**src/common/cipc_pkg.sv**
```systemverilog
// Package: offsets, field positions and reset values for the irq/prescaler block
package cipc_pkg;
    localparam logic [7:0] CIPC_OFF_OPTION = 8'h00;
    localparam logic [7:0] CIPC_OFF_INTCTL = 8'h04;
    localparam logic [7:0] CIPC_OFF_PIEA = 8'h08;
    localparam logic [7:0] CIPC_OFF_PIRA = 8'h0C;
    localparam logic [7:0] CIPC_OFF_STATUS = 8'h10;
    localparam logic [7:0] CIPC_OFF_LATCH = 8'h14;
    localparam logic [7:0] CIPC_OFF_PINCHG = 8'h18;
    // Option register fields
    localparam int CIPC_OPT_PULLUP_DIS = 7;
    localparam int CIPC_OPT_EDGE_SEL = 6;
    localparam int CIPC_OPT_CLK_SEL = 5;
    localparam int CIPC_OPT_SRC_EDGE = 4;
    localparam int CIPC_OPT_OWNER = 3;
    localparam int CIPC_OPT_RATE_HI = 2;
    // Core control fields
    localparam int CIPC_IC_GIE = 7;
    localparam int CIPC_IC_PERIPHERAL_IRQ_GATE = 6;
    localparam int CIPC_IC_TAE = 5;
    localparam int CIPC_IC_EXE = 4;
    localparam int CIPC_IC_PCE = 3;
    localparam int CIPC_IC_TAF = 2;
    localparam int CIPC_IC_EXF = 1;
    localparam int CIPC_IC_PCF = 0;
    localparam logic [7:0] CIPC_OPT_RESET = 8'hFF;
    localparam logic [7:0] CIPC_INTCTL_RESET = 8'h00;
    localparam logic [7:0] CIPC_PIE_RESET = 8'h00;
    localparam logic [7:0] CIPC_PIE_MASK = 8'h7F;
    localparam logic [31:0] CIPC_ZERO32 = 32'h0000_0000;
    localparam logic [7:0] CIPC_ONE8 = 8'h01;
    localparam logic [7:0] CIPC_ZERO8 = 8'h00;
    localparam logic [7:0] CIPC_ONES8 = 8'hFF;
endpackage

```
**src/verilog/cipc_core.sv**
```systemverilog
// Core interrupt gating and timer option control with APB registers
//
// Contract
// RL1: Pull-up disable bit 7 set turns all port pull-ups off; else latches.
// RL2: Edge select bit 6: rising pin edge when 1, falling when 0.
// RL3: Clock select bit 5: external pin when 1, instruction clock when 0.
// RL4: Source edge bit 4: falling pin edge when 1, rising when 0.
// RL5: Owner bit 3 gives prescaler to watchdog when 1, timer when 0.
// RL6: Rate field: timer divide 2^(n+1), watchdog divide 2^n.
// RL7: Software gives prescaler to watchdog for undivided timer counting.
// RL8: Flags set on their event regardless of any enable.
// RL9: Software clears flags before setting their enables.
// RL10: Global enable bit 7 permits unmasked interrupts; 0 blocks all.
// RL11: Peripheral gate bit 6 must be 1 for peripheral interrupts.
// RL12: Timer overflow flag bit 2 sets on rollover, sticks; enable bit 5.
// RL13: External pin flag bit 1 sets on chosen edge, sticks; enable bit 4.
// RL14: Port-change flag bit 0 sets on pin change, sticks; enable bit 3.
// RL15: Port change needs per-pin enables; enable also covers wake source.
// RL16: Reset leaves timer count alone; load count before clearing flag.
// RL17: Peripheral enable register holds seven enables; bit 7 reads zero.
// RL18: Request when global enable and any enabled flag pair is active.
// RL19: Peripheral flags sit in a companion register, same bit positions.
// RL20: Reset clears port-change flag; it re-sets if mismatch remains.
`timescale 1ns/1ps
`default_nettype none
module cipc_core (
    input wire logic pclk, // Clock, 25 MHz
    input wire logic presetn, // Async reset, active low
    input wire logic psel, // APB select
    input wire logic penable, // APB enable
    input wire logic pwrite, // APB direction
    input wire logic [7:0] paddr, // APB byte address
    input wire logic [31:0] pwdata, // APB write data
    output logic [31:0] prdata, // APB read data
    output logic pready, // APB ready
    output logic pslverr, // APB error
    input wire logic ext_pin, // External interrupt pin
    input wire logic timer_a_clock_pin, // Timer0 external clock pin
    input wire logic wdt_base_tick, // Watchdog time base tick
    input wire logic [7:0] port_b_pins, // Port B pin levels
    input wire logic low_power_wake_source, // Wake-up event pulse
    input wire logic [6:0] periph_events, // Peripheral event pulses
    output logic [7:0] port_pullup_en, // Weak pull-up enables
    output logic wdt_tick, // Watchdog increment pulse
    output logic [7:0] timer_a_count, // Timer0 count
    output logic irq_req // Interrupt request
);
    import cipc_pkg::*;
    logic [7:0] opt_reg;
    logic [7:0] ictl_reg;
    logic [7:0] piea_reg;
    logic [7:0] pira_reg;
    logic [7:0] latch_reg;
    logic [7:0] pinchg_reg;
    logic [7:0] port_snap_reg;
    logic [7:0] timer_reg;
    logic ext_d_reg;
    logic [31:0] prdata_reg;
    logic acc;
    logic wr;
    logic rd;
    logic ext_ev;
    logic ovf_ev;
    logic pc_ev;
    logic timer_tick;
    logic core_hit;
    logic periph_hit;
    logic [7:0] ictl_wd;
    logic [7:0] pira_wd;

    function automatic logic addr_is(input logic [7:0] a,
                                     input logic [7:0] off);
        addr_is = (a == off);
    endfunction

    assign acc = psel & penable;
    assign wr = acc & pwrite;
    // Read data loaded in setup so it stands through the access phase
    assign rd = psel & ~penable & ~pwrite;
    assign pready = 1'b1;
    assign pslverr = acc & ~(addr_is(paddr, CIPC_OFF_OPTION)
        | addr_is(paddr, CIPC_OFF_INTCTL) | addr_is(paddr, CIPC_OFF_PIEA)
        | addr_is(paddr, CIPC_OFF_PIRA) | addr_is(paddr, CIPC_OFF_STATUS)
        | addr_is(paddr, CIPC_OFF_LATCH) | addr_is(paddr, CIPC_OFF_PINCHG));
    assign prdata = prdata_reg;

    cipc_prescaler u_pre (
        .pclk(pclk),
        .presetn(presetn),
        .clk_sel(opt_reg[CIPC_OPT_CLK_SEL]),
        .src_edge(opt_reg[CIPC_OPT_SRC_EDGE]),
        .owner_wdt(opt_reg[CIPC_OPT_OWNER]),
        .rate(opt_reg[CIPC_OPT_RATE_HI:0]),
        .clk_pin(timer_a_clock_pin),
        .wdt_base_tick(wdt_base_tick),
        .timer_tick(timer_tick),
        .wdt_tick(wdt_tick)
    );

    // Event detection
    assign ext_ev = opt_reg[CIPC_OPT_EDGE_SEL] ? (ext_pin & ~ext_d_reg)
                                               : (~ext_pin & ext_d_reg); // see RL2
    assign ovf_ev = timer_tick && (timer_reg == CIPC_ONES8);
    // Mismatch against snapshot, gated by per-pin enables
    assign pc_ev = |((port_b_pins ^ port_snap_reg) & pinchg_reg)
                   | low_power_wake_source; // see RL15

    always_ff @(posedge pclk or negedge presetn) begin
        if (!presetn) begin
            ext_d_reg <= 1'b0;
        end else begin
            ext_d_reg <= ext_pin;
        end
    end

    always_ff @(posedge pclk or negedge presetn) begin
        if (!presetn) begin
            port_snap_reg <= CIPC_ZERO8;
        end else begin
            port_snap_reg <= port_b_pins;
        end
    end

    // Timer count, writable through the status offset
    always_ff @(posedge pclk) begin
        if (wr && addr_is(paddr, CIPC_OFF_STATUS)) begin
            timer_reg <= pwdata[7:0];
        end else if (timer_tick) begin
            timer_reg <= timer_reg + CIPC_ONE8;
        end
    end // see RL16
    assign timer_a_count = timer_reg;

    always_ff @(posedge pclk or negedge presetn) begin
        if (!presetn) begin
            opt_reg <= CIPC_OPT_RESET;
        end else if (wr && addr_is(paddr, CIPC_OFF_OPTION)) begin
            opt_reg <= pwdata[7:0];
        end
    end

    // Set wins over a software clear
    assign ictl_wd = (wr && addr_is(paddr, CIPC_OFF_INTCTL))
                     ? pwdata[7:0] : ictl_reg;
    always_ff @(posedge pclk or negedge presetn) begin
        if (!presetn) begin
            ictl_reg <= CIPC_INTCTL_RESET; // see RL20
        end else begin
            ictl_reg <= ictl_wd;
            if (ovf_ev) begin
                ictl_reg[CIPC_IC_TAF] <= 1'b1; // see RL8 RL12
            end
            if (ext_ev) begin
                ictl_reg[CIPC_IC_EXF] <= 1'b1; // see RL13
            end
            if (pc_ev) begin
                ictl_reg[CIPC_IC_PCF] <= 1'b1; // see RL14 RL20
            end
        end
    end

    always_ff @(posedge pclk or negedge presetn) begin
        if (!presetn) begin
            piea_reg <= CIPC_PIE_RESET;
        end else if (wr && addr_is(paddr, CIPC_OFF_PIEA)) begin
            piea_reg <= pwdata[7:0] & CIPC_PIE_MASK; // see RL17
        end
    end

    assign pira_wd = (wr && addr_is(paddr, CIPC_OFF_PIRA))
                     ? pwdata[7:0] : pira_reg;
    always_ff @(posedge pclk or negedge presetn) begin
        if (!presetn) begin
            pira_reg <= CIPC_PIE_RESET;
        end else begin
            pira_reg <= (pira_wd | {1'b0, periph_events})
                        & CIPC_PIE_MASK; // see RL8 RL19
        end
    end

    always_ff @(posedge pclk or negedge presetn) begin
        if (!presetn) begin
            latch_reg <= CIPC_ZERO8;
            pinchg_reg <= CIPC_ZERO8;
        end else if (wr && addr_is(paddr, CIPC_OFF_LATCH)) begin
            latch_reg <= pwdata[7:0];
        end else if (wr && addr_is(paddr, CIPC_OFF_PINCHG)) begin
            pinchg_reg <= pwdata[7:0];
        end
    end

    // Pull-ups follow latches unless globally disabled
    always_ff @(posedge pclk or negedge presetn) begin
        if (!presetn) begin
            port_pullup_en <= CIPC_ZERO8;
        end else begin
            port_pullup_en <= opt_reg[CIPC_OPT_PULLUP_DIS] ? CIPC_ZERO8
                                                           : latch_reg; // see RL1
        end
    end

    assign core_hit = (ictl_reg[CIPC_IC_TAE] & ictl_reg[CIPC_IC_TAF])
                    | (ictl_reg[CIPC_IC_EXE] & ictl_reg[CIPC_IC_EXF])
                    | (ictl_reg[CIPC_IC_PCE] & ictl_reg[CIPC_IC_PCF]);
    assign periph_hit = ictl_reg[CIPC_IC_PERIPHERAL_IRQ_GATE]
                        & |(piea_reg & pira_reg); // see RL11
    always_ff @(posedge pclk or negedge presetn) begin
        if (!presetn) begin
            irq_req <= 1'b0;
        end else begin
            irq_req <= ictl_reg[CIPC_IC_GIE]
                       & (core_hit | periph_hit); // see RL10 RL18
        end
    end

    always_ff @(posedge pclk or negedge presetn) begin
        if (!presetn) begin
            prdata_reg <= CIPC_ZERO32;
        end else if (rd) begin
            if (addr_is(paddr, CIPC_OFF_OPTION)) begin
                prdata_reg <= {24'h000000, opt_reg};
            end else if (addr_is(paddr, CIPC_OFF_INTCTL)) begin
                prdata_reg <= {24'h000000, ictl_reg};
            end else if (addr_is(paddr, CIPC_OFF_PIEA)) begin
                prdata_reg <= {24'h000000, piea_reg};
            end else if (addr_is(paddr, CIPC_OFF_PIRA)) begin
                prdata_reg <= {24'h000000, pira_reg};
            end else if (addr_is(paddr, CIPC_OFF_STATUS)) begin
                prdata_reg <= {24'h000000, timer_reg};
            end else if (addr_is(paddr, CIPC_OFF_LATCH)) begin
                prdata_reg <= {24'h000000, latch_reg};
            end else if (addr_is(paddr, CIPC_OFF_PINCHG)) begin
                prdata_reg <= {24'h000000, pinchg_reg};
            end else begin
                prdata_reg <= CIPC_ZERO32;
            end
        end
    end
endmodule
`default_nettype wire

```
**src/verilog/cipc_prescaler.sv**
```systemverilog
// Shared prescaler with Timer0 edge selection and watchdog tick output
`timescale 1ns/1ps
`default_nettype none
module cipc_prescaler (
    input wire logic pclk, // Clock
    input wire logic presetn, // Async reset, active low
    input wire logic clk_sel, // 1 external pin, 0 instruction clock
    input wire logic src_edge, // 1 falling, 0 rising pin edge
    input wire logic owner_wdt, // 1 prescaler to watchdog
    input wire logic [2:0] rate, // Rate field
    input wire logic clk_pin, // External timer clock pin
    input wire logic wdt_base_tick, // Raw watchdog time base tick
    output logic timer_tick, // Timer0 increment pulse
    output logic wdt_tick // Watchdog increment pulse
);
    import cipc_pkg::*;
    logic pin_d_reg;
    logic [7:0] div_reg;
    logic [7:0] div_next;
    logic src_ev;
    logic rise;
    logic fall;
    logic pre_in;
    logic pre_out;
    logic [7:0] span;
    logic [7:0] term;

    assign rise = clk_pin & ~pin_d_reg;
    assign fall = ~clk_pin & pin_d_reg;
    // Source and edge pick
    assign src_ev = clk_sel ? (src_edge ? fall : rise) : 1'b1; // see RL3 RL4
    assign pre_in = owner_wdt ? wdt_base_tick : src_ev; // see RL5
    // Terminal count 2^(r+1)-1 for the timer, 2^r-1 for the watchdog
    assign span = CIPC_ONES8 >> (~rate);
    assign term = owner_wdt ? {1'b0, span[7:1]} : span; // see RL6
    assign div_next = (div_reg >= term) ? CIPC_ZERO8 : div_reg + CIPC_ONE8;
    assign pre_out = pre_in && (div_reg >= term);

    always_ff @(posedge pclk or negedge presetn) begin
        if (!presetn) begin
            pin_d_reg <= 1'b0;
        end else begin
            pin_d_reg <= clk_pin;
        end
    end

    always_ff @(posedge pclk or negedge presetn) begin
        if (!presetn) begin
            div_reg <= CIPC_ZERO8;
        end else if (pre_in) begin
            div_reg <= div_next;
        end
    end

    // Undivided timer when watchdog owns the prescaler
    assign timer_tick = owner_wdt ? src_ev : pre_out; // see RL7
    assign wdt_tick = owner_wdt ? pre_out : wdt_base_tick;
endmodule
`default_nettype wire
```
**config.mk**
```make
export PLATFORM = sky130hd
export DESIGN_NAME = cipc_core
export DESIGN_NICKNAME = d
export VERILOG_FILES = /design/src/common/cipc_pkg.sv /design/src/verilog/cipc_core.sv /design/src/verilog/cipc_prescaler.sv
export SDC_FILE = /design/constraint.sdc
export NUM_CORES = 1
export LEC_CHECK = 0
export ABC_AREA = 1
export BUFFER_PORTS_ARGS = -buffer_cell sky130_fd_sc_hd__clkbuf_2
export CORE_UTILIZATION = 59
export CTS_CLUSTER_DIAMETER = 150
export CTS_CLUSTER_SIZE = 25
export DETAILED_ROUTE_END_ITERATION = 6
export PLACE_DENSITY = 0.85
export SLEW_MARGIN = 20
export SYNTH_ARGS = -nofsm -noshare
export SYNTH_HDL_FRONTEND = slang
export SYNTH_HIERARCHICAL = 1
export SYNTH_SLANG_ARGS = --single-unit
```
**constraint.sdc**
```tcl
create_clock -name pclk -period 5.16 [get_ports pclk]
set_clock_uncertainty 0.15 [all_clocks]
set_input_delay 1.29 -clock pclk [delete_from_list [all_inputs] [get_ports pclk]]
set_output_delay 1.29 -clock pclk [all_outputs]
set_load 0.05 [all_outputs]
```
======== Word level (Yosys, flattened, before mapping) ========
Cells that the tools add are included.
word-level totals
  flip-flop bits (word level) ............. 113
  bits of input ports ..................... 64
  output and inout port bits .............. 52
  word-level logic and storage cells ...... 105
cells by class
  add/subtract/negate cells ............... 2
  order comparisons ....................... 1
  eq/ne operators ......................... 7
  shifts and indexed selects .............. 1
  muxes and demuxes ....................... 23
  bitwise gates (word level) .............. 37
  reduce and logical (&&, ||, !) cells .... 17
operator list
  cell                 count
  $mux 8               12
  $eq 8x5->1 const B   3
  $add 8x1->8 const B  2
  $eq 8x4->1 const B   2
  $reduce_or 8->1      2
  $and 1x1->1          14
  $or 1x1->1           10
  $logic_and 1x1->1    9
  $mux 1               9
  $and 8x8->8          1
  $eq 8x3->1 const B   1
  $eq 8x8->1 const B   1
  $ge 8x8->1           1
  $logic_not 8->1      1
  $not 1->1            8
  $reduce_bool 2->1    4
  $shr 8x3->8 const A  1
  $xor 8x8->8          1
  $and 7x7->7          1
  $mux 7               1
  $or 7x7->7           1
  $mux 3               1
  $not 3->3            1
  $reduce_and 2->1     1

======== Depth between registers and ports, before layout ========
Gate-level depths: netlist of run 1.
  depth after elaboration ................. 9
  gate-level depth with buffers ........... 15

======== Modules after synthesis ========
Netlist of run 1, hierarchy kept.
by module, submodules not included
  module          times used  cells each  area an instance (µm²)  seq. area each (µm²)
  cipc_core       1           488         4166.5                  2052.0
  cipc_prescaler  1           127         840.8                   225.2

======== Worst setup path before layout of run 1 ========
OpenSTA, ideal clock, no wires.
  kind .................................... input-to-output
  start ................................... input port paddr[0]
  end ..................................... output port pslverr
  arrival time ............................ 3.241 ns
  data required time ...................... 3.720 ns
  setup slack ............................. 0.479 ns
  stages .................................. 6
  cell sequence ........................... inv_1 > nand2_2 > nor2_2 > nand2_2 > inv_2 > nor4_1
on the way
  cells in the longest elaborated chain, start to end .. 9
ends and longest elaborated chain
  element                                        RTL line         source
  start, declared                                cipc_core.sv:32  input wire logic [7:0] paddr,
  $eq 8x3->1 or $logic_not 8->1 (tied branches)  cipc_core.sv:73  addr_is = (a == off);
  $or 1x1->1 (2 in a row)                        cipc_core.sv:82  | addr_is(paddr, CIPC_OFF_INTCTL) | addr_is(paddr, CIPC_OFF_PIEA)
  $or 1x1->1 (2 in a row)                        cipc_core.sv:83  | addr_is(paddr, CIPC_OFF_PIRA) | addr_is(paddr, CIPC_OFF_STATUS)
  $or 1x1->1                                     cipc_core.sv:84  | addr_is(paddr, CIPC_OFF_LATCH) | addr_is(paddr, CIPC_OFF_PINCHG));
  $or 1x1->1 (*)                                 cipc_core.sv:84
  $not 1->1 (*)                                  cipc_core.sv:81  assign pslverr = acc & ~(addr_is(paddr, CIPC_OFF_OPTION)
  $and 1x1->1 (*)                                cipc_core.sv:81
  end, declared                                  cipc_core.sv:36  output logic pslverr,
Mark *: on every way between the ends. The rest lies on a longest branch, timed or not.

======== Final worst setup path of run 1 ========
  start ................................... input port paddr[6]
  end ..................................... output port pslverr
The elaborated chain is that of the path after synthesis.

==> results of run 1 <==
==> through the flow <==
step	std cells	hold slack, ns	utilization (%)	total power, mW	setup slack, ns
finish	787	0.341	66.9	1.84	1.03
global placement	771	0.315	64.2	1.30	1.07
detailed placement	771	0.318	64.2	1.32	1.04
floorplan	638	0.305	-	1.20	0.479
CTS	787	0.339	66.9	1.84	1.04
global route	787	0.346	66.9	1.92	0.845
==> power breakdown <==
part           switching (mW)  total [mW]  internal (mW)
logic                   0.359       0.469          0.110
registers              0.0554       0.838          0.782
clock network           0.248       0.534          0.286
==> cell usage after synthesis (3+ instances only) <==
library cell,count,area share [%]
nand2_1,153,11
inv_1,74,5.5
dfrtp_1,73,36
nand3_1,45,4.5
nor2_1,45,3.4
o21ai_0,34,3.4
buf_4,25,3.7
a21oi_1,22,2.2
nand4_1,19,2.4
o21ai_1,13,1.3
ha_1,10,2.5
dfstp_2,8,4.2
edfxtp_1,8,4.8
o21ai_2,8,1.4
a211o_1,7,1.2
nand2_2,7,0.87
xor2_1,7,1.2
buf_2,6,0.60
buf_6,5,1.1
inv_2,4,0.30
nand2_4,4,0.90
nor3_1,4,0.40
nand3b_1,3,0.45
nor2_2,3,0.37
nor2_8,3,1.2
o2111ai_1,3,0.52
==> kinds of logic (layout without fill, tap and decap cells) <==
kind of cell | after synthesis | in the layout | share of synthesized area [%]
other cells | 2 | 25 | 0.150
simple gates | 299 | 299 | 28.4
xor+xnor | 7 | 7 | 1.22
flops | 89 | 89 | 45.5
compound gates | 91 | 91 | 10.7
fa+ha+maj | 10 | 10 | 2.50
buf+inv | 117 | 161 | 11.5
==> tightest hold or removal path: stages (launching register included) <==
cell     delay [ns]
dfrtp_1        0.36
nand2_1        0.06
nand2_1        0.05
==> layer usage <==
layer / vias to the layer above / share of wire, %
met3: 31 / 6.0
li1: 2078 / -
met1: 2000 / 42
met5: - / 0
met2: 177 / 49
met4: 0 / 2.7
==> worst paths after layout <==
path	startpoint	end	slack (ns)	cells after the start
max	paddr[6]	pslverr	1.03	8
min	prdata[0]	prdata[0]	0.34	2
max reg2reg	opt_reg[0]	timer_a_count[4]	2.27	13
min reg2reg	prdata[0]	prdata[0]	0.34	2
max in group asynchronous	presetn	latch_reg[7]	3.54	1
min in group asynchronous	presetn	port_snap_reg[3]	0.81	1
==> cell type report <==
class,instances,area share [%]
Timing Repair Buffer,66,6.12
Clock buffer,11,2.57
Multi-Input combinational cell,432,40.7
Inverter,79,5.39
Sequential cell,89,41.4
Tap cell,105,2.39
Clock inverter,5,1.43
==> metrics.cfg, run 1 <==
[cts]
cts_setup_buffers=0
cts_hold_buf=0
htree_levels=3
cts_sinks=89
cts_buffers=9
tritoncts=done
path_clk_slew_ns=0.09
post_cts_resize_count=0
root_buffer=clkbuf_8
insertion_delay_ns=0.36
clockBufferDepth=2

[synthesis]
synth_edf_count=8
yosys_warnings=6
ys_seq_area_share_pct=45.5
synth_flop_cell=dfrtp_1
syn-mean-instance-area_um2=8.14
ys_ff_latch=89
synth_cells=615
syn_area_um2=5010
async_reset_ff_share_pct=91.0
ys_types=41

[hold_path]
hold_path_class=reg2reg

[worst_setup_path]
crit_arrival_ns=2.69
end_kind=output port
critPathMaxFanout=12
cpMostUsedCell=clkbuf_2
critPathBufInv=3
cp-start-kind=input port
critPathTopFamily=simple AND/OR/NAND/NOR gates
crit_type=in2out
crit_slowest_cell=clkbuf_2
critPathRequiredTime_ns=3.72
path_cells=clkbuf_2 -> inv_1 -> nand2_1 -> nor2_2 -> nand2_2 -> o21ai_0 -> nor4_1 -> clkbuf_2
cp_slowest_stage_delay_ns=0.35

[sta]
worst-slew-pin-transition_ns=0.818
final-max-slew-violation-count=0
max_freq_mhz=242
relSlewSlack_pct=45.3
fin_setup_tns_ns=0
rsz0062_at_grt=false
finalHoldViolations=0
finalCriticalPeriod_ns=4.13
fin_crit_sh_pct=80.0
finalSetupViolCount=0

[route]
wl_per_cell_um=15.3
drt_drc_violations_left=0
drt_wl_total_um=12000
drt-vias-per-instance=5.45
ant_nets=0
vias=4286
drtIter0Drc=438
drtPass1Iterations=5

[grt]
grt_pass1_wl_um=19700
grt_max_degree=82
grt_use_met2_pct=49.8
grt_overflow=0
busiest_layer=met2
grtUsageTotal_pct=29.8
antenna_found_initial=0
grt_pass1_vias=4022
met3_usage_pct=3.72
met1_usage_pct=38.8

[floorplanning]
ios=116
die_h_um=94.1
die_area_um2=8860
start_util_pct=60.9
core_um2=8220
core.rowCount=33
die_x_um=94.1

[layout]
diodes=0
seq_area_um2=2280
finalInstanceArea_um2=5500
multi_input_area_um2=2240
layout_commonest_cell=nand2_1
drive_gt1_share_pct=18.9
area_growth_pct=9.85
layout_common_cells=153 x nand2_1, 74 x inv_1, 73 x dfrtp_1, 65 x clkbuf_2
nets=751
fill_cells=675

[place]
gp_congestion=0.928
dpl_cell_area_um2=5280
io_buffers=66
place_hpwl_um=8650

[power]
p_per_area_nw_per_um2=335
peakVddDrop_uv=332
p_leak_nw=2.81

[status]
status=completed

[flow_run]
drv_cap=0

No activity file was read; power rests on OpenSTA's default activity.
==> inputs of run 2 (changes only) <==
Settings changed: CORE_UTILIZATION 59 to 49, PLACE_DENSITY 0.85 to 0.76.
Clock period 5.16 ns to 3.6 ns, I/O delays scaled along.
==> run 2 against run 1 <==
  * The run now ends with design-rule violations left
  * Final cell count up 3.8%
  * Sequential share of layout area down 0.075 points
  * Non-clock buffer count up 2
  * Utilization down 11 points
  * First-iteration DRC count down 28%
  * Largest power group unchanged
==> metrics.cfg, run 2 (synthesized netlist as in run 1, its figures left out) <==
[status]
status=complete, but fails checks
violations=design-rule violations

[power]
p_per_area_nw_per_um2=452  ; +35%
peakVddDrop_uv=284  ; -14%
p_leak_nw=2.80  ; -0.36%

[layout]
layout_common_cells=153 x nand2_1, 74 x inv_1, 73 x dfrtp_1, 65 x clkbuf_2, 45 x nand3_1
layout_commonest_cell=nand2_1
nets=753  ; +0.27%
fill_cells=947  ; +40%
area_growth_pct=10.0
diodes=0  ; unchanged
drive_gt1_share_pct=19.4  ; +0.53 points

[sta]
finalHoldViolations=0  ; unchanged
rsz0062_at_grt=false
finalSetupViolCount=0  ; unchanged
finalCriticalPeriod_ns=3.37
holdWs_ns=0.344  ; +0.00349 ns
relSlewSlack_pct=51.8  ; +6.5 points
max_freq_mhz=297
fin_setup_tns_ns=0  ; unchanged
final-max-slew-violation-count=0  ; unchanged
fin_crit_sh_pct=93.5
worst-slew-pin-transition_ns=0.723  ; -0.0948 ns

[route]
drt_wl_total_um=11700  ; -2.7%
vias=4117  ; -3.9%
drt_drc_violations_left=1  ; +1
ant_nets=0  ; unchanged
drt-vias-per-instance=5.04  ; -7.5%
drtIter0Drc=315  ; -28%
wl_per_cell_um=14.3  ; -6.3%
drtPass1Iterations=7  ; +2

[grt]
grtUsageTotal_pct=24.0  ; -5.8 points
grt_pass1_wl_um=18900  ; -4.2%
grt_overflow=0  ; unchanged
grt_max_degree=82  ; unchanged
grt_pass1_vias=3820  ; -5.0%
antenna_found_initial=0  ; unchanged

[worst_setup_path]
end_kind=output port
critPathRequiredTime_ns=2.55  ; -1.17 ns
crit_arrival_ns=2.32  ; -0.37 ns
critPathTopFamily=flip-flops
cp-start-kind=register
cp_slowest_stage_delay_ns=0.61  ; +0.26 ns
cpMostUsedCell=nand2_1
path_cells=inv_2 -> nor2_1 -> inv_1 -> a21oi_1 -> ha_1 -> nand2_1 -> inv_1 -> nand2_1 -> nand2_1 -> nand2_1 -> nand3_1 -> nand2_1 -> inv_1 -> clkbuf_2
crit_slowest_cell=dfstp_2
critPathMaxFanout=6  ; -6
crit_type=reg2out
critPathBufInv=5  ; +2

[cts]
insertion_delay_ns=0.37  ; about the same
path_clk_slew_ns=0.08  ; about the same
htree_levels=3  ; unchanged
cts_sinks=89  ; unchanged
clockBufferDepth=2  ; unchanged
cts_hold_buf=0  ; unchanged
cts_buffers=9  ; unchanged
tritoncts=done
root_buffer=clkbuf_8

[flow_run]
drv_cap=0  ; unchanged

[floorplanning]
start_util_pct=51.0  ; -9.9 points
die_h_um=103  ; +9.5%
core.rowCount=36  ; +9.1%
ios=116  ; unchanged
core_um2=9820  ; +20%
die_x_um=103  ; +9.5%
die_area_um2=10600  ; +20%

[place]
place_hpwl_um=8720  ; +0.77%
gp_congestion=0.894  ; -3.7%
io_buffers=66  ; unchanged

[hold_path]
hold_path_class=reg2reg

==> run 2: cell types whose count changed in the layout (fill, tap and decap cells not counted), sizes merged <==
| cell | previous run | this run |
|---|---|---|
| bufinv | 2 | 0 |
| buf | 1 | 3 |
| inv | 78 | 79 |
| clkinv | 4 | 5 |
==> run 2: layout make-up <==
class | count | area, um2 | share of cell area [%]
Sequential cell | 89 | 2280 | 41.3
Multi-Input combinational cell | 432 | 2250 | 40.8
Timing Repair Buffer | 68 | 352 | 6.38
Inverter | 79 | 297 | 5.38
Tap cell | 133 | 166 | 3.02
Clock buffer | 11 | 141 | 2.57
Clock inverter | 5 | 30.0 | 0.545
==> run 2: per-stage QoR <==
stage / utilization (%) / setup WS, ns / power, mW / cells / cell area, um2
global placement: 54.3 / 0.335 / 1.87 / 801 / 5330
detailed placement: 54.3 / 0.325 / 1.89 / 801 / 5330
global route: 56.1 / 0.0496 / 2.63 / 817 / 5510
CTS: 56.1 / 0.213 / 2.51 / 817 / 5500
finish: 56.1 / 0.233 / 2.49 / 817 / 5510
floorplan: - / 0.270 / 1.72 / 638 / 5100
==> run 2: report_power, final <==
group          internal, mW  switching [mW]  total, mW
Combinational         0.163           0.505      0.668
Clock                 0.268           0.356      0.625
Sequential             1.12          0.0779       1.20
==> run 2: final timing paths <==
check / end / start / slack (ns) / depth (start not counted)
max: wdt_tick / opt_reg[3] / 0.23 / 14
min: latch_reg[5] / latch_reg[5] / 0.34 / 2
max reg2reg: timer_a_count[1] / opt_reg[3] / 0.93 / 13
min reg2reg: latch_reg[5] / latch_reg[5] / 0.34 / 2
max in group asynchronous: u_pre/div_reg[4] / presetn / 2.39 / 1
min in group asynchronous: prdata[6] / presetn / 0.40 / 1
==> run 2: tightest hold or removal path, stage by stage (launching register included) <==
cell and delay, ns:
dfrtp_1 0.35, nand2_1 0.07, o21ai_2 0.05
==> run 2: per-layer routing <==
metal | GRT usage, % | share of wire (%)
met1 | 31.8 | 45
met5 | 0 | 0
met4 | 8.67 | 2.0
met3 | 4.20 | 5.1
met2 | 39.5 | 48
==> run 2: repair_timing <==
item,CTS,global route
setup endpoints to repair,0,1
hold endpoints to repair,0,0
buffers inserted,0,0
resized for setup,0,1
